**config.mk**
```make
export PLATFORM = sky130hd
export DESIGN_NAME = status_reporting_service_request
export DESIGN_NICKNAME = d
export VERILOG_FILES = /design/src/design/status_pkg.sv /design/src/design/status_reporting_service_request.sv
export SDC_FILE = /design/constraint.sdc
export NUM_CORES = 1
export LEC_CHECK = 0
export ABC_AREA = 1
export BUFFER_PORTS_ARGS = -buffer_cell sky130_fd_sc_hd__buf_2
export CELL_PAD_IN_SITES_DETAIL_PLACEMENT = 1
export CELL_PAD_IN_SITES_GLOBAL_PLACEMENT = 1
export CORE_MARGIN = 2
export CORE_UTILIZATION = 25
export DETAILED_ROUTE_END_ITERATION = 6
export PLACE_DENSITY = 0.55
export SYNTH_ARGS = -nofsm -noshare
export SYNTH_HDL_FRONTEND = slang
export SYNTH_SLANG_ARGS = --single-unit
```
**constraint.sdc**
```tcl
create_clock -name clk -period 4.94 [get_ports clk]
set_clock_uncertainty 0.2 [all_clocks]
set_input_delay 0.247 -clock clk [delete_from_list [all_inputs] [get_ports clk]]
set_output_delay 0.247 -clock clk [all_outputs]
set_load 0.02 [all_outputs]
```
**src/design/status_pkg.sv**
```systemverilog
// Package: constants, enums and structs of the status reporting block
package status_pkg;

    // Status byte field positions
    localparam int STB_OPER_BIT = 7;
    localparam int STB_RQS_BIT = 6;
    localparam int STB_ESB_BIT = 5;
    localparam int STB_MAV_BIT = 4;
    localparam int STB_QUES_BIT = 3;

    // Standard event field positions
    localparam int ESR_PON_BIT = 7;
    localparam int ESR_CME_BIT = 5;
    localparam int ESR_EXE_BIT = 4;
    localparam int ESR_DDE_BIT = 3;
    localparam int ESR_QYE_BIT = 2;
    localparam int ESR_OPC_BIT = 0;

    // Bits that always read zero
    localparam logic [7:0] STB_ZERO_MASK = 8'h07;
    localparam logic [7:0] ESR_ZERO_MASK = 8'h42;
    localparam logic [7:0] SRE_ZERO_MASK = 8'h40;

    // Reset values
    localparam logic [7:0] ESR_RESET = 8'h80;
    localparam logic [7:0] ESE_RESET = 8'h00;
    localparam logic [7:0] SRE_RESET = 8'h00;

    // Setup storage
    localparam int SLOT_COUNT = 10;
    localparam int SETUP_W = 16;

    // Response payloads
    localparam logic [7:0] OPC_ASCII_ONE = 8'h31;
    localparam int IDENT_FIELDS = 4;

    // Common commands as decoded by the message parser
    typedef enum logic [4:0] {
        OP_NOP = 5'h00,
        OP_CLS = 5'h01,
        OP_ESE_SET = 5'h02,
        OP_ESE_Q = 5'h03,
        OP_ESR_Q = 5'h04,
        OP_IDN_Q = 5'h05,
        OP_OPC = 5'h06,
        OP_OPC_Q = 5'h07,
        OP_RST = 5'h08,
        OP_SAV = 5'h09,
        OP_RCL = 5'h0A,
        OP_SRE_SET = 5'h0B,
        OP_SRE_Q = 5'h0C,
        OP_STB_Q = 5'h0D,
        OP_TRG = 5'h0E,
        OP_TST_Q = 5'h0F,
        OP_WAI = 5'h10,
        OP_INIT_CONT = 5'h11,
        OP_CORR = 5'h12,
        OP_KLOCK = 5'h13
    } cmd_op_e;

    // Kind of word placed into the output queue
    typedef enum logic [1:0] {
        RESP_NUMBER = 2'h0,
        RESP_ASCII = 2'h1,
        RESP_IDENT = 2'h2
    } resp_kind_e;

    // Sequencer states, Gray coded along ready -> wait -> ident
    typedef enum logic [1:0] {
        ST_READY = 2'b00,
        ST_WAIT = 2'b01,
        ST_IDENT = 2'b11
    } seq_state_e;

    typedef struct packed {
        logic valid;
        cmd_op_e op;
        logic [7:0] arg;
    } cmd_s;

    typedef struct packed {
        logic syntax_err;
        logic get_in_msg;
        logic exec_err;
        logic err_queue_full;
        logic query_err;
    } events_s;

    typedef struct packed {
        logic valid;
        resp_kind_e kind;
        logic [1:0] field;
        logic [7:0] data;
    } resp_s;

endpackage

```
**src/design/status_reporting_service_request.sv**
```systemverilog
// Status byte, standard event register, service request and common commands
//
// Behaviour
// - Clear-status clears status byte request bit and event enable mask.
// - Event register query returns its value, then clears it.
// - Operation-complete sets event bit 0 once pending work finishes.
// - Operation-complete query queues ASCII 1 once pending work finishes.
// - Ten setup slots, indices 0 to 9, for save and recall.
// - Reset restores defaults; continuous init, correction, key lock off.
// - Bus trigger command triggers only in bus trigger mode.
// - Self-test returns sum of failure weights, zero when all pass.
// - Wait holds later commands until earlier ones complete.
// - A service request also sets status byte bit 6.
// - Status byte is eight bits, reported by query and serial poll.
// - Bit 7 operation, bit 5 event, bit 3 questionable; bits 2-0 zero.
// - Request bit sets on an enabled status bit; serial poll clears it.
// - Bit 4 follows unread data in the output queue.
// - Event bit 7 sets after power cycle since last read.
// - Event bit 5 sets on syntax error or trigger inside a message.
// - Event bit 4 sets on parameter out of range or inconsistent.
// - Event bit 3 sets when the error queue is full.
// - Event bit 2 sets on query with no data or lost data.
// - Enable query returns the event enable mask.
// - Identification query returns maker, model, serial and version fields.
// - Enabled operation or questionable events drive status bits 7 or 3.
`timescale 1ns/1ps

module status_reporting_service_request #(
    // Identification field codes; values are arbitrary
    parameter logic [7:0] IDENT_MAKER = 8'h11,
    parameter logic [7:0] IDENT_MODEL = 8'h22,
    parameter logic [7:0] IDENT_SERIAL = 8'h33,
    parameter logic [7:0] IDENT_VERSION = 8'h44
) (
    input wire logic clk,
    input wire logic arst_n,
    input status_pkg::cmd_s cmd,
    output logic cmd_ready,
    input wire logic ops_busy,
    input status_pkg::events_s events,
    input wire logic oper_summary,
    input wire logic ques_summary,
    input wire logic queue_has_data,
    input wire logic trig_source_bus,
    input wire logic [5:0] self_test_fail,
    input wire logic [status_pkg::SETUP_W-1:0] setup_now,
    input wire logic spoll_req,
    output logic [7:0] spoll_byte,
    output logic spoll_valid,
    output status_pkg::resp_s resp,
    output logic srq,
    output logic meas_trig,
    output logic defaults_load,
    output logic setup_load,
    output logic [status_pkg::SETUP_W-1:0] setup_restore,
    output logic init_cont,
    output logic corr_on,
    output logic key_lock
);
    import status_pkg::*;

    logic rst_meta_reg;
    logic rst_n_reg;
    seq_state_e state_reg;
    seq_state_e state_next;
    cmd_op_e held_op_reg;
    logic [1:0] ident_idx_reg;
    logic [7:0] esr_reg;
    logic [7:0] ese_reg;
    logic [7:0] sre_reg;
    logic rqs_reg;
    logic reason_prev_reg;
    logic cmd_ready_reg;
    logic [SETUP_W-1:0] slots_reg [SLOT_COUNT];
    logic take;
    logic [7:0] stb_low;
    logic [7:0] stb_full;
    logic reason_now;
    logic slot_ok;
    logic wait_done;
    logic esr_clear;
    logic [7:0] esr_set;

    // Reset release through two flip-flops
    always_ff @(posedge clk or negedge arst_n) begin
        if (!arst_n) begin
            rst_meta_reg <= 1'b0;
            rst_n_reg <= 1'b0;
        end else begin
            rst_meta_reg <= 1'b1;
            rst_n_reg <= rst_meta_reg;
        end
    end

    // Command handshake and decode helpers
    assign take = cmd.valid && cmd_ready_reg;
    assign slot_ok = (cmd.arg < 8'(SLOT_COUNT));
    assign wait_done = (state_reg == ST_WAIT) && !ops_busy;

    // Status byte assembly; low bits and bit 6 excluded from the reason
    always_comb begin
        stb_low = 8'h00;
        stb_low[STB_OPER_BIT] = oper_summary;
        stb_low[STB_ESB_BIT] = |(esr_reg & ese_reg);
        stb_low[STB_MAV_BIT] = queue_has_data;
        stb_low[STB_QUES_BIT] = ques_summary;
        stb_low = stb_low & ~STB_ZERO_MASK;
        stb_full = stb_low;
        stb_full[STB_RQS_BIT] = rqs_reg;
    end

    // A request reason exists when an enabled summary bit is set
    assign reason_now = |(stb_low & sre_reg & ~SRE_ZERO_MASK);

    // Sequencer: wait states for pending work, ident fields back to back
    always_comb begin
        state_next = state_reg;
        case (state_reg)
            ST_READY: begin
                if (take && (cmd.op == OP_WAI || cmd.op == OP_OPC ||
                             cmd.op == OP_OPC_Q)) begin
                    state_next = ST_WAIT;
                end else if (take && cmd.op == OP_IDN_Q) begin
                    state_next = ST_IDENT;
                end
            end
            ST_WAIT: begin
                if (!ops_busy) begin
                    state_next = ST_READY;
                end
            end
            ST_IDENT: begin
                if (ident_idx_reg == 2'(IDENT_FIELDS - 1)) begin
                    state_next = ST_READY;
                end
            end
            default: begin
                state_next = ST_READY;
            end
        endcase
    end

    // State, held command and readiness
    always_ff @(posedge clk or negedge rst_n_reg) begin
        if (!rst_n_reg) begin
            state_reg <= ST_READY;
            held_op_reg <= OP_NOP;
            cmd_ready_reg <= 1'b0;
        end else begin
            state_reg <= state_next;
            if (take) begin
                held_op_reg <= cmd.op;
            end
            cmd_ready_reg <= (state_next == ST_READY);
        end
    end

    // Identification field counter
    always_ff @(posedge clk or negedge rst_n_reg) begin
        if (!rst_n_reg) begin
            ident_idx_reg <= 2'h0;
        end else if (state_reg == ST_IDENT) begin
            ident_idx_reg <= ident_idx_reg + 2'h1;
        end else begin
            ident_idx_reg <= 2'h0;
        end
    end

    // Standard event sources; set wins over the read clear
    always_comb begin
        esr_set = 8'h00;
        esr_set[ESR_CME_BIT] = events.syntax_err || events.get_in_msg;
        esr_set[ESR_EXE_BIT] = events.exec_err;
        esr_set[ESR_DDE_BIT] = events.err_queue_full;
        esr_set[ESR_QYE_BIT] = events.query_err;
        esr_set[ESR_OPC_BIT] = wait_done && (held_op_reg == OP_OPC);
        if (take && (cmd.op == OP_SAV || cmd.op == OP_RCL) && !slot_ok) begin
            esr_set[ESR_EXE_BIT] = 1'b1;
        end
        esr_set = esr_set & ~ESR_ZERO_MASK;
    end
    assign esr_clear = take && cmd.op == OP_ESR_Q;

    // Standard event register; power-on bit comes out of reset set
    always_ff @(posedge clk or negedge rst_n_reg) begin
        if (!rst_n_reg) begin
            esr_reg <= ESR_RESET;
        end else if (esr_clear) begin
            esr_reg <= esr_set;
        end else begin
            esr_reg <= esr_reg | esr_set;
        end
    end

    // Event enable mask
    always_ff @(posedge clk or negedge rst_n_reg) begin
        if (!rst_n_reg) begin
            ese_reg <= ESE_RESET;
        end else if (take && cmd.op == OP_CLS) begin
            ese_reg <= ESE_RESET;
        end else if (take && cmd.op == OP_ESE_SET) begin
            ese_reg <= cmd.arg & ~ESR_ZERO_MASK;
        end
    end

    // Service request enable mask; bit 6 is never stored
    always_ff @(posedge clk or negedge rst_n_reg) begin
        if (!rst_n_reg) begin
            sre_reg <= SRE_RESET;
        end else if (take && cmd.op == OP_SRE_SET) begin
            sre_reg <= cmd.arg & ~SRE_ZERO_MASK;
        end
    end

    // Request bit sets on a new reason; a new reason beats a poll or clear
    always_ff @(posedge clk or negedge rst_n_reg) begin
        if (!rst_n_reg) begin
            rqs_reg <= 1'b0;
            reason_prev_reg <= 1'b0;
        end else begin
            reason_prev_reg <= reason_now;
            if (reason_now && !reason_prev_reg) begin
                rqs_reg <= 1'b1;
            end else if (spoll_req) begin
                rqs_reg <= 1'b0;
            end else if (take && cmd.op == OP_CLS) begin
                rqs_reg <= 1'b0;
            end
        end
    end

    // Serial poll answer and service request line
    always_ff @(posedge clk or negedge rst_n_reg) begin
        if (!rst_n_reg) begin
            spoll_byte <= 8'h00;
            spoll_valid <= 1'b0;
            srq <= 1'b0;
        end else begin
            spoll_valid <= spoll_req;
            if (spoll_req) begin
                spoll_byte <= stb_full;
            end
            srq <= rqs_reg;
        end
    end

    // Setup storage slots
    always_ff @(posedge clk) begin
        if (take && cmd.op == OP_SAV && slot_ok) begin
            slots_reg[cmd.arg[3:0]] <= setup_now;
        end
    end

    // Recall output
    always_ff @(posedge clk or negedge rst_n_reg) begin
        if (!rst_n_reg) begin
            setup_load <= 1'b0;
            setup_restore <= '0;
        end else begin
            setup_load <= take && cmd.op == OP_RCL && slot_ok;
            if (take && cmd.op == OP_RCL && slot_ok) begin
                setup_restore <= slots_reg[cmd.arg[3:0]];
            end
        end
    end

    // Bus trigger and default-state pulses
    always_ff @(posedge clk or negedge rst_n_reg) begin
        if (!rst_n_reg) begin
            meas_trig <= 1'b0;
            defaults_load <= 1'b0;
        end else begin
            meas_trig <= take && cmd.op == OP_TRG && trig_source_bus;
            defaults_load <= take && cmd.op == OP_RST;
        end
    end

    // Mode flags forced off by the reset command
    always_ff @(posedge clk or negedge rst_n_reg) begin
        if (!rst_n_reg) begin
            init_cont <= 1'b0;
            corr_on <= 1'b0;
            key_lock <= 1'b0;
        end else if (take && cmd.op == OP_RST) begin
            init_cont <= 1'b0;
            corr_on <= 1'b0;
            key_lock <= 1'b0;
        end else if (take) begin
            if (cmd.op == OP_INIT_CONT) begin
                init_cont <= cmd.arg[0];
            end
            if (cmd.op == OP_CORR) begin
                corr_on <= cmd.arg[0];
            end
            if (cmd.op == OP_KLOCK) begin
                key_lock <= cmd.arg[0];
            end
        end
    end

    // Output queue words: query answers, deferred ASCII 1, ident fields
    always_ff @(posedge clk or negedge rst_n_reg) begin
        if (!rst_n_reg) begin
            resp <= '0;
        end else begin
            resp <= '0;
            if (state_reg == ST_IDENT) begin
                resp.valid <= 1'b1;
                resp.kind <= RESP_IDENT;
                resp.field <= ident_idx_reg;
                case (ident_idx_reg)
                    2'h0: resp.data <= IDENT_MAKER;
                    2'h1: resp.data <= IDENT_MODEL;
                    2'h2: resp.data <= IDENT_SERIAL;
                    default: resp.data <= IDENT_VERSION;
                endcase
            end else if (wait_done && held_op_reg == OP_OPC_Q) begin
                resp.valid <= 1'b1;
                resp.kind <= RESP_ASCII;
                resp.data <= OPC_ASCII_ONE;
            end else if (take) begin
                resp.kind <= RESP_NUMBER;
                case (cmd.op)
                    OP_ESR_Q: begin
                        resp.valid <= 1'b1;
                        resp.data <= esr_reg;
                    end
                    OP_ESE_Q: begin
                        resp.valid <= 1'b1;
                        resp.data <= ese_reg;
                    end
                    OP_SRE_Q: begin
                        resp.valid <= 1'b1;
                        resp.data <= sre_reg;
                    end
                    OP_STB_Q: begin
                        resp.valid <= 1'b1;
                        resp.data <= stb_full;
                    end
                    OP_TST_Q: begin
                        resp.valid <= 1'b1;
                        resp.data <= {2'b00, self_test_fail};
                    end
                    default: begin
                        resp.valid <= 1'b0;
                    end
                endcase
            end
        end
    end

    assign cmd_ready = cmd_ready_reg;

endmodule

```
==> results by group, run 1 <==
Clock tree
  – H-tree level count: 1
  – Clk sinks: 235
  – Cts bufs inserted: 28
  – CTS tree: yes
  – Clock Root Buffer: clkbuf_16
  – Clock Pin Slew Worst Setup and Hold Paths: 0.06 ns
  – Insertion delay to the later sink of the worst-skew pair: 0.58 ns
  – Clock tree buffer depth: 3

Die
  – DIE HEIGHT: 198.1 um
  – Initial core utilization: 25.19%
  – Die Wd: between 150 and 200 um
  – FP Rows: a little over 70
  – Core Footprint: around 37,000 um2
  – Area of the die: around 40,000 um2
  – IO Count: 95

Synthesis
  – Gate Count Post-Synth: 800
  – Mux cell area share after synthesis: 0.3586%
  – Avg Cell Area, Syn: about 12 um2
  – Synth Register Bits: roughly 240
  – Largest family of logic cells by synthesized area: simple AND/OR/NAND/NOR gates
  – Synth cell count leaders: nand2_1, edfxtp_1, nor2_1
  – Post-synthesis sequential area ratio: approximately 71%
  – Area contributors post-synth: edfxtp_1, dfrtp_1, nand2_1
  – Synth unique cells: between 40 and 50
  – XOR/XNOR Fraction of Synth Area: 0%
  – Primary FF master, synth: edfxtp_1
  – Simple-gate share of the synthesized area: between 10% and 20%
  – Biggest area consumer among synthesized cells: edfxtp_1
  – Warnings, synthesis: 0
  – Top-area cell type share of the netlist area: approximately 50%
  – Top-count cell post-synth: nand2_1
  – Number of synthesized flops with an enable pin: between 150 and 200
  – Cell Area, Synth: 9422 um2
  – Post-synthesis compound-gate area fraction: under 10%
  – Ys async rst share: a little under a third
  – Adder-cell share of the synthesized area: 0.3984%

Drt
  – DRT antenna net count: 0
  – Vias: approximately 6,500
  – Initial DRC Count: approximately 320
  – Pre-Repair DR Iteration Count: 4
  – Total Wirelength: 27,210 um
  – WL per Instance: 18.23 um
  – DRC viols: 0
  – Vias per cell: 4.341

Power and ir drop
  – Leak Pwr: ~4.9 nW
  – Power Density: about 420 nW/um2
  – VDD IR max: 245.6 uV

STA
  – Hold Fails Final Rpt: 0
  – Highest Clock Rate: 0.3363 GHz
  – RSZ-0062 raised after global routing: false
  – Final period util: about three fifths
  – Worst slew pin tran: slightly below 1 ns
  – Max Slew Vio Count: 0
  – Slew headroom: between 30 and 40%
  – Final setup fails: 0
  – Setup TNS: 0 ns
  – Min Tclk post-route: ~3.0 ns

GRT
  – Vias in the first global route: 6,866
  – First-pass GRT wire length: about 42,000 um
  – Total grt overflow: 0
  – Pin count of the biggest net entering global routing: 74
  – GRT Util Overall: between 10 and 15%
  – Antenna violations before repair: 0

Place
  – Placer Congestion: ~0.76
  – Detailed placer's ending HPWL: 18,000 um
  – DP Area: between 10,000 and 15,000 um2
  – Port bufs: 91

Cells and area
  – Multi-input logic area: 2432 um2
  – Final instance area: between 10,000 and 15,000 um2
  – Ant diodes: 0
  – Share of layout cells above drive strength 1: between 10% and 20%
  – Filler Cell Count: between 4,000 and 5,000
  – Largest register FFs: 160
  – Area Overhead vs Synth: 27.90%
  – Net total in the final layout: ~1,000
  – Register Area: between 6000 and 7000 um2

Run status
  – Outcome: finished clean

Critical path
  – Critical Path End Type: register
  – Worst Path Required: about 5 ns
  – Critical path fanouts, max: 20
  – Worst r2r src: cmd_ready$_DFF_PN0_
  – Worst Setup Start Kind: primary input
  – CP Data Arrival Time: between 3 and 4 ns
  – Critical path class: primary input to register
  – R2R setup slack: 2.22 ns
  – Worst R2R Path Depth: 9
  – Reg2reg end: slots_reg[7][4]$_DFFE_PP_

Min path
  – Hold WC Path Type: primary input to register
  – Hold path cells: 7
  – Worst Min Path Start: cmd[6]
  – WHS Endpoint: esr_reg[4]$_DFF_PN0_

Run
  – Number of max-cap violations: 0
-- stage by stage --
step	std cells	hold slack [ns]	worst slack, ns	total power, mW	util [%]
after floorplan	802	-0.2486	1.754	2.605	-
after global placement	1391	-0.1676	2.047	2.804	28.10
after detailed placement	1391	-0.1674	1.918	2.814	28.10
after CTS	1493	0.03863	1.942	5.151	32.22
after global routing	1493	0.09548	1.752	5.292	32.22
final	1493	0.06241	1.966	5.081	32.22
-- worst max-delay path, stage by stage --
cell,delay (ns)
dlygate4sd3_1,0.57
buf_2,0.17
inv_1,0.48
a21oi_1,0.09
nor2_1,0.21
nand2_1,0.16
inv_1,0.12
nand2_1,0.09
nor2_1,0.60
buf_4,0.31
-- report_power, final --
| group | total (mW) | switching, mW | leakage, nW | internal, mW |
|---|---|---|---|---|
| combinational | 0.485 | 0.316 | 1.99 | 0.168 |
| clock | 2.29 | 0.834 | 0.508 | 1.45 |
| sequential | 2.31 | 0.0888 | 2.40 | 2.22 |
-- kinds of logic after synthesis --
kind of cell | count (synthesis)
AOI/OAI and AO/OA | 125
other | 2
DFF | 235
muxes | 3
and+or+nand+nor | 358
adders and majority gates | 3
buffers and inverters | 74
-- worst max-delay path by stage --
stage	start	to	slack, ns	depth (start not counted)
floorplan	cmd_ready$_DFF_PN0_	slots_reg[8][0]$_DFFE_PP_	1.75	6
global placement	cmd[3]	slots_reg[6][15]$_DFFE_PP_	2.05	9
detailed placement	cmd[3]	slots_reg[6][15]$_DFFE_PP_	1.92	9
CTS	cmd[3]	slots_reg[6][15]$_DFFE_PP_	1.94	10
global route	cmd[3]	slots_reg[7][11]$_DFFE_PP_	1.75	10
finish	cmd[3]	slots_reg[7][4]$_DFFE_PP_	1.97	10
-- area by class of cell --
type,count,share of cell area [%]
Sequential cell,235,55.49
Multi-Input combinational cell,493,20.18
Clock buffer,35,6.282
Tap cell,511,5.306
Inverter,44,1.391
Clock inverter,17,2.357
Timing Repair Buffer,158,8.992
-- what timing repair did --
action | 4_1_cts | 5_1_grt
endpoints found under the setup margin | 0 | 0
buffers inserted | 0 | 0
resized for setup | 0 | 0
hold buffers | 50 | 0
hold endpoints to repair | 204 | 0
-- placed cells by master (no fill, tap or decap), types with 2 or more instances in the layout --
| cell | instances |
|---|---|
| a21oi_1 | 15 |
| a22oi_1 | 64 |
| a311oi_1 | 3 |
| and3_1 | 2 |
| buf_2 | 91 |
| buf_4 | 17 |
| bufinv_16 | 7 |
| clkbuf_1 | 4 |
| clkbuf_16 | 28 |
| clkbuf_8 | 3 |
| clkinv_1 | 4 |
| clkinv_2 | 4 |
| conb_1 | 4 |
| dfrtp_1 | 73 |
| dlygate4sd3_1 | 50 |
| edfxtp_1 | 160 |
| ha_1 | 3 |
| inv_1 | 41 |
| inv_2 | 2 |
| mux2_2 | 3 |
| nand2_1 | 179 |
| nand2_2 | 4 |
| nand3_1 | 16 |
| nand4_1 | 6 |
| nor2_1 | 129 |
| nor2_2 | 5 |
| nor2_4 | 5 |
| nor3_1 | 2 |
| nor3_2 | 4 |
| o21ai_0 | 32 |
| o21bai_1 | 3 |
-- layer usage --
metal / track usage [%] / vias up / routed length, um / part of all wire [%]
li1: - / 3097 / - / -
met1: 19.26 / 3228 / 12780 / 47
met2: 23.57 / 125 / 13020 / 48
met3: 2.095 / 31 / 939 / 3.5
met4: 2.785 / 0 / 464 / 1.7
met5: 0 / - / 0 / 0
No activity file was read; power rests on OpenSTA's default activity.
==> inputs of run 2 (changes only) <==
--- a/config.mk
+++ b/config.mk
@@ -5,14 +5,14 @@
 export SDC_FILE = /design/constraint.sdc
 export NUM_CORES = 1
 export LEC_CHECK = 0
-export ABC_AREA = 1
+export ABC_AREA = 0
 export BUFFER_PORTS_ARGS = -buffer_cell sky130_fd_sc_hd__buf_2
 export CELL_PAD_IN_SITES_DETAIL_PLACEMENT = 1
 export CELL_PAD_IN_SITES_GLOBAL_PLACEMENT = 1
 export CORE_MARGIN = 2
 export CORE_UTILIZATION = 25
 export DETAILED_ROUTE_END_ITERATION = 6
-export PLACE_DENSITY = 0.55
+export PLACE_DENSITY = 0.54
 export SYNTH_ARGS = -nofsm -noshare
 export SYNTH_HDL_FRONTEND = slang
 export SYNTH_SLANG_ARGS = --single-unit
==> constraint.sdc (replaced) <==
create_clock -name clk -period 2.8 [get_ports clk]
set_clock_uncertainty 0.2 [all_clocks]
set_input_delay 0.14 -clock clk [delete_from_list [all_inputs] [get_ports clk]]
set_output_delay 0.14 -clock clk [all_outputs]
set_load 0.02 [all_outputs]
==> run 2 against run 1 <==
Against the previous run: sequential power increased by 74%; area after synthesis is 0.12% lower; critical path depth down 3; cell count is 14% lower; cell area rose by 0.49%; die area fell by 0.12%; count of clock-buffer cells in the layout is 2 higher; first-iteration DRC count is 20% lower; worst hold slack worse by 0.030 ns; via count fell by 12%; sequential share of layout area fell by 0.27 points; wire length decreased by 10%; critical path type unchanged.
==> results by group, run 2 <==
Place
  – Detailed placer's ending HPWL: 16,800 um (was 18,000 um)
  – Port bufs: 91 (unchanged)
  – DP Area: 10,670 um2 (was 10,510 um2)
  – Placer Congestion: 0.7408 (was 0.7612)

Clock tree
  – H-tree level count: 1 (unchanged)
  – Clock tree buffer depth: 3 (unchanged)
  – CTS hold repair buffers: 53 (was 50)
  – Post-CTS setup buffer count: 0 (unchanged)
  – Cells resized by post-CTS repair: 0 (unchanged)
  – Clock Pin Slew Worst Setup and Hold Paths: 0.06 ns (about the same)
  – Cts bufs inserted: 26 (was 28)
  – Insertion delay to the later sink of the worst-skew pair: 0.55 ns (was 0.58 ns)
  – CTS tree: yes (unchanged)
  – Clk sinks: 235 (unchanged)
  – Clock Root Buffer: clkbuf_16 (unchanged)

Power and ir drop
  – VDD IR max: 496.7 uV (was 245.6 uV)
  – Power Density: 682.8 nW/um2 (was 421.7 nW/um2)
  – Leak Pwr: 4.616 nW (was 4.896 nW)

Cells and area
  – Net total in the final layout: 808 (was 1,012)
  – Final instance area: 12,110 um2 (was 12,050 um2)
  – Area Overhead vs Synth: 28.68% (was 27.90%)
  – Ant diodes: 0 (unchanged)
  – Share of layout cells above drive strength 1: 32.73% (was 18.84%)
  – Filler Cell Count: 3,935 (was 4,114)
  – Most frequent cells in the layout: edfxtp_1, buf_2, dfrtp_1 (was nand2_1, edfxtp_1, nor2_1)
  – Largest register FFs: 160 (unchanged)
  – Commonest non-fill, non-tap cell in the layout: edfxtp_1 (was nand2_1)

Critical path
  – CP max stage delay: 0.56 ns (was 0.60 ns)
  – Worst-path cell chain: dlygate4sd3_1 > buf_2 > or3b_2 > nor3_1 > a22oi_1 > a31oi_1 > dlygate4sd3_1 (was dlygate4sd3_1 > buf_2 > inv_1 > a21oi_1 > nor2_1 > nand2_1 > inv_1 > nand2_1 > nor2_1 > buf_4)
  – R2R setup slack: 0.42 ns (was 2.22 ns)
  – Critical Path End Type: register (unchanged)
  – CP Data Arrival Time: 2.82 ns (was 3.06 ns)
  – CP delay by family, top: buffers and inverters (unchanged)
  – Critical path class: primary input to register (unchanged)
  – Worst r2r src: state_reg[1]$_DFF_PN0_ (was cmd_ready$_DFF_PN0_)
  – Worst Path Required: 3.09 ns (was 5.02 ns)
  – Worst path most repeated cell: dlygate4sd3_1
  – Slowest cell on crit path: dlygate4sd3_1 (was nor2_1)
  – Critical path fanouts, max: 15 (was 20)
  – Worst R2R Path Depth: 6 (was 9)
  – Worst Path Buf+Inv: 3 (was 5)
  – Worst Setup Start Kind: primary input (unchanged)
  – Reg2reg end: resp[3]$_DFF_PN0_ (was slots_reg[7][4]$_DFFE_PP_)

Synthesis
  – Top-count cell post-synth: edfxtp_1 (was nand2_1)
  – Top-area cell type share of the netlist area: 51.06% (was 51.00%)
  – Warnings, synthesis: 0 (unchanged)
  – Cell Area, Synth: 9410 um2 (was 9422 um2)
  – Synth Register Bits: 235 (unchanged)
  – Synth cell count leaders: edfxtp_1, dfrtp_1, nand2_1 (was nand2_1, edfxtp_1, nor2_1)
  – Post-synthesis sequential area ratio: 71.01% (was 70.93%)
  – Primary FF master, synth: edfxtp_1 (unchanged)
  – Synth unique cells: 64 (was 41)
  – Avg Cell Area, Syn: 16.31 um2 (was 11.78 um2)
  – Number of synthesized flops with an enable pin: 160 (unchanged)
  – Biggest area consumer among synthesized cells: edfxtp_1 (unchanged)
  – Area contributors post-synth: edfxtp_1, dfrtp_1, mux4_2 (was edfxtp_1, dfrtp_1, nand2_1)
  – Gate Count Post-Synth: 577 (was 800)
  – Ys async rst share: 31.91% (unchanged)

Drt
  – Top Layer Used: met4 (unchanged)
  – WL per Instance: 18.95 um (was 18.23 um)
  – Met3 WL post-DR: 882 um (was 939 um)
  – Met1 Routed Length: 11,640 um (was 12,780 um)
  – Initial DRC Count: 255 (was 319)
  – Pre-Repair DR Iteration Count: 4 (unchanged)
  – Vias: 5,682 (was 6,481)
  – Total Wirelength: 24,390 um (was 27,210 um)
  – WL met2: 11,500 um (was 13,020 um)
  – DRT antenna net count: 0 (unchanged)
  – DRC viols: 0 (unchanged)
  – Vias per cell: 4.415 (was 4.341)

Die
  – Core Footprint: 37,400 um2 (unchanged)
  – IO Count: 95 (unchanged)
  – Area of the die: 39,210 um2 (was 39,260 um2)
  – Initial core utilization: 25.16% (was 25.19%)
  – Die Wd: 198.0 um (was 198.1 um)
  – FP Rows: 71 (unchanged)
  – DIE HEIGHT: 198.0 um (was 198.1 um)

STA
  – Highest Clock Rate: between 0.3 and 0.4 GHz
  – Slew headroom: 54.84% (was 33.81%)
  – Min Hold Slack: 0.03224 ns (was 0.06241 ns)
  – Min Tclk post-route: between 2 and 3 ns
  – Max Slew Vio Count: 0 (unchanged)
  – Worst slew pin tran: 0.6712 ns (was 0.9928 ns)
  – Final setup fails: 0 (unchanged)
  – Final period util: ~90%
  – RSZ-0062 raised after global routing: false (unchanged)
  – Setup TNS: 0 ns (unchanged)
  – Hold Fails Final Rpt: 0 (unchanged)

GRT
  – GRT Util Overall: 12.47% (was 14.03%)
  – Vias in the first global route: 6,036 (was 6,866)
  – First-pass GRT wire length: 37,120 um (was 41,730 um)
  – Total grt overflow: 0 (unchanged)
  – Antenna violations before repair: 0 (unchanged)
  – Pin count of the biggest net entering global routing: 46 (was 74)

Min path
  – Worst Min Path Start: cmd[0] (was cmd[6])
  – Hold WC Path Type: primary input to register (unchanged)
  – WHS Endpoint: ese_reg[0]$_DFFE_PN0P_ (was esr_reg[4]$_DFF_PN0_)
  – Hold path cells: 4 (was 7)

Run status
  – Outcome: finished clean (unchanged)

Run
  – Number of max-cap violations: 0 (unchanged)
## run 2: metrics by stage
step	power (mW)	worst slack, ns	cells	utilization [%]
floorplan	4.437	0.2384	579	-
finish	8.268	0.2677	1287	32.38
global placement	4.722	0.4453	1186	28.53
CTS	8.395	0.2699	1287	32.38
detailed placement	4.737	0.4133	1186	28.53
global route	8.588	0.09609	1287	32.38
## run 2: cell type report
cell class	count	area [um2]	share of cell area, %
sequential	235	6686	55.22
multi-input combinational	308	2582	21.33
tap	511	639.4	5.280
clock buffer	37	773.2	6.386
inverter	8	30.03	0.2480
clock inverter	11	136.4	1.126
timing repair buffer	177	1261	10.42
## run 2: tightest hold or removal path, stage by stage
cell and delay (ns):
buf_4 0.22, buf_4 0.23, nand2_1 0.06, o21ai_0 0.07
## run 2: report_power, final
| group | switching [mW] | total (mW) | internal (mW) |
|---|---|---|---|
| Sequential | 0.139 | 4.01 | 3.87 |
| Clock | 1.42 | 3.53 | 2.12 |
| Combinational | 0.395 | 0.723 | 0.329 |
| Total | 1.95 | 8.27 | 6.32 |
## run 2: per-layer routing
metal	track usage, %	up-vias
met2	20.77	125
met4	2.256	0
met3	2.299	29
met5	0	-
li1	-	2578
met1	17.13	2950
## run 2: how the worst max path moves through the flow
stage,startpoint,to,slack [ns],depth (start not counted)
3_5_place_dp,cmd[7],slots_reg[1][1]$_DFFE_PP_,0.41,7
4_1_cts,cmd[10],resp[3]$_DFF_PN0_,0.27,7
6_report,cmd[10],resp[3]$_DFF_PN0_,0.27,7
2_1_floorplan,cmd[7],slots_reg[5][0]$_DFFE_PP_,0.24,4
3_3_place_gp,cmd[7],slots_reg[1][0]$_DFFE_PP_,0.45,7
5_1_grt,cmd[8],resp[3]$_DFF_PN0_,0.1,7
## run 2: cells by family after synthesis
| group | synth area share, % |
|---|---|
| adder cells (fa/ha/maj) | 0.3989 |
| XOR/XNOR | 0.09309 |
| AND/OR/NAND/NOR | 7.858 |
| AO/OA/AOI/OAI | 5.851 |
| other | 0.07981 |
| multiplexers | 12.92 |
| buffers and inverters | 1.782 |
| flip-flops | 71.01 |
==> inputs of run 3 (changes only) <==
--- a/config.mk
+++ b/config.mk
@@ -13,6 +13,7 @@
 export CORE_UTILIZATION = 25
 export DETAILED_ROUTE_END_ITERATION = 6
 export PLACE_DENSITY = 0.54
+export RECOVER_POWER = 25
 export SYNTH_ARGS = -nofsm -noshare
 export SYNTH_HDL_FRONTEND = slang
 export SYNTH_SLANG_ARGS = --single-unit
==> run 3 against run 2 <==
Against the previous run: count of clock-buffer cells in the layout unchanged; sequential share of layout area up 0.086 points; wire length about the same; maximum frequency about the same; register-to-register slack about the same; combinational power about the same; sequential cell count unchanged; cell count unchanged; sequential power about the same; worst hold slack better by 0.00089 ns; first-iteration DRC count down 0.39%; largest cell class unchanged; highest routed layer unchanged.
==> results by group, run 3 (synthesized netlist as in run 2, its figures left out) <==
Run status
  – Outcome: finished clean (unchanged)

Critical path
  – Worst r2r src: state_reg[1]$_DFF_PN0_ (unchanged)
  – Worst Setup Start Kind: primary input (unchanged)
  – Critical path fanouts, max: 15 (unchanged)
  – Critical Path End Type: register (unchanged)
  – Worst R2R Path Depth: 6 (unchanged)
  – Critical path class: primary input to register (unchanged)
  – Slowest cell on crit path: dlygate4sd3_1 (unchanged)
  – Worst-path cell chain: dlygate4sd3_1 > buf_2 > or3b_2 > nor3_1 > a22oi_1 > a31oi_1 > dlygate4sd3_1 (unchanged)
  – CP Data Arrival Time: 2.82 ns (about the same)
  – CP max stage delay: 0.56 ns (about the same)
  – R2R setup slack: 0.42 ns (about the same)
  – Worst path most repeated cell: dlygate4sd3_1 (unchanged)
  – Reg2reg end: resp[3]$_DFF_PN0_ (unchanged)
  – Worst Path Required: 3.09 ns (about the same)

Cells and area
  – Most frequent cells in the layout: edfxtp_1, buf_2, dfrtp_1 (unchanged)
  – Largest register FFs: 160 (unchanged)
  – Net total in the final layout: 808 (unchanged)
  – Final core utilization: 32.33% (was 32.38%)
  – Commonest non-fill, non-tap cell in the layout: edfxtp_1 (unchanged)
  – Ant diodes: 0 (unchanged)
  – Final instance area: 12,090 um2 (was 12,110 um2)
  – Area Overhead vs Synth: 28.48% (was 28.68%)
  – Filler Cell Count: 3,938 (was 3,935)
  – Share of layout cells above drive strength 1: 30.80% (was 32.73%)

Min path
  – WHS Endpoint: ese_reg[0]$_DFFE_PN0P_ (unchanged)
  – Worst Min Path Start: cmd[0] (unchanged)
  – Hold WC Path Type: primary input to register (unchanged)
  – Hold path cells: 4 (unchanged)

STA
  – Min Tclk post-route: 2.533 ns (was 2.532 ns)
  – Final period util: 90.46% (was 90.44%)
  – Worst slew pin tran: 0.6712 ns (unchanged)
  – Max Slew Vio Count: 0 (unchanged)
  – Setup TNS: 0 ns (unchanged)
  – Hold Fails Final Rpt: 0 (unchanged)
  – RSZ-0062 raised after global routing: false (unchanged)
  – Final setup fails: 0 (unchanged)
  – Highest Clock Rate: 0.3948 GHz (was 0.3949 GHz)
  – Slew headroom: 54.84% (unchanged)

Place
  – DP Area: 10,670 um2 (unchanged)
  – Detailed placer's ending HPWL: 16,800 um (unchanged)
  – Port bufs: 91 (unchanged)
  – Placer Congestion: 0.7408 (unchanged)

Drt
  – Pre-Repair DR Iteration Count: 4 (unchanged)
  – Vias per cell: 4.410 (was 4.415)
  – WL per Instance: 18.95 um (about the same)
  – Initial DRC Count: 254 (was 255)
  – DRT antenna net count: 0 (unchanged)
  – DRC viols: 0 (unchanged)
  – Total Wirelength: 24,390 um (about the same)
  – Vias: 5,676 (was 5,682)

Clock tree
  – Post-CTS setup buffer count: 0 (unchanged)
  – Clock tree buffer depth: 3 (unchanged)
  – CTS tree: yes (unchanged)
  – Clock Pin Slew Worst Setup and Hold Paths: 0.06 ns (about the same)
  – Cells resized by post-CTS repair: 0 (unchanged)
  – Cts bufs inserted: 26 (unchanged)
  – H-tree level count: 1 (unchanged)
  – Insertion delay to the later sink of the worst-skew pair: 0.55 ns (about the same)
  – Clock Root Buffer: clkbuf_16 (unchanged)
  – Clk sinks: 235 (unchanged)

GRT
  – Antenna violations before repair: 0 (unchanged)
  – Pin count of the biggest net entering global routing: 46 (unchanged)
  – Total grt overflow: 0 (unchanged)
  – Vias in the first global route: 6,036 (unchanged)
  – First-pass GRT wire length: 37,120 um (unchanged)
  – GRT Util Overall: 12.47% (unchanged)

Power and ir drop
  – Share of power burned in registers: 48.5% (about the same)
  – Pint: 6.316 mW (was 6.318 mW)
  – Power Density: 683.5 nW/um2 (was 682.8 nW/um2)
  – Leak Pwr: 4.574 nW (was 4.616 nW)
  – Combinational share of power: 8.7% (about the same)
  – Clock power share: 42.7% (about the same)
  – Psw: 1.948 mW (was 1.950 mW)
  – Sw frac: 23.57% (was 23.58%)
  – VDD IR max: 497.8 uV (was 496.7 uV)
  – Total power: 8.264 mW (was 8.268 mW)

Die
  – Core Footprint: 37,400 um2 (unchanged)
  – DIE HEIGHT: 198.0 um (unchanged)
  – Area of the die: 39,210 um2 (unchanged)
  – IO Count: 95 (unchanged)
  – FP Rows: 71 (unchanged)
  – Die Wd: 198.0 um (unchanged)
  – Initial core utilization: 25.16% (unchanged)

Run
  – Number of max-cap violations: 0 (unchanged)
==> run 3: cell types whose count changed in the layout (fill, tap and decap cells not counted) <==
cell / previous run / this run
clkbuf_1: 4 / 19
buf_2: 90 / 75
==> run 3: worst max-delay path by stage <==
stage / from / endpoint / depth (start not counted)
after CTS: cmd[10] / resp[3]$_DFF_PN0_ / 7
after detailed placement: cmd[7] / slots_reg[1][1]$_DFFE_PP_ / 7
after global placement: cmd[7] / slots_reg[1][0]$_DFFE_PP_ / 7
after global routing: cmd[8] / resp[3]$_DFF_PN0_ / 7
final: cmd[10] / resp[3]$_DFF_PN0_ / 7
after floorplan: cmd[7] / slots_reg[5][0]$_DFFE_PP_ / 4
==> run 3: layer usage <==
metal | track usage, % | up-vias | wire length [um] | share of wire, %
met2 | 20.77 | 123 | 11500 | 47
met3 | 2.299 | 29 | 926 | 3.8
met1 | 17.13 | 2946 | 11600 | 48
met5 | 0 | - | 0 | 0
met4 | 2.256 | 0 | 361 | 1.5
li1 | - | 2578 | - | -
==> run 3: final cells by class <==
class / instances / area, um2 / share of cell area (%)
sequential: 235 / 6686 / 55.30
multi-input combinational: 308 / 2582 / 21.36
timing repair buffer: 177 / 1242 / 10.28
clock buffer: 37 / 773.2 / 6.396
tap: 511 / 639.4 / 5.288
clock inverter: 11 / 136.4 / 1.128
inverter: 8 / 30.03 / 0.2484
==> run 3: per-stage QoR <==
stage                     instances  hold slack, ns  worst slack (ns)
final                          1287         0.03313            0.2670
after global routing           1287         0.04517           0.09609
after CTS                      1287         0.01253            0.2699
after detailed placement       1186         -0.2745            0.4133
after global placement         1186         -0.2738            0.4453
after floorplan                 579         -0.3556            0.2384
==> run 3: timing repair <==
| item | in CTS | in global routing |
|---|---|---|
| hold buffers | 53 | 0 |
| endpoints found under the setup margin | 0 | 0 |
| endpoints found under the hold margin | 205 | 0 |
==> run 3: worst max-delay path, delay by kind of cell <==
kind	cells	cell delay [ns]
compound gates	2	0.37
simple gates	2	0.95
buf+inv	3	1.35
==> run 3: power groups by stage <==
stage | Sequential, mW | Combinational [mW] | Clock (mW)
after global placement | 4.08 | 0.645 | 0
after CTS | 4.01 | 0.737 | 3.65
after detailed placement | 4.08 | 0.655 | 0
after floorplan | 4.09 | 0.348 | 0
final | 4.01 | 0.721 | 3.53
after global routing | 4.04 | 0.792 | 3.76
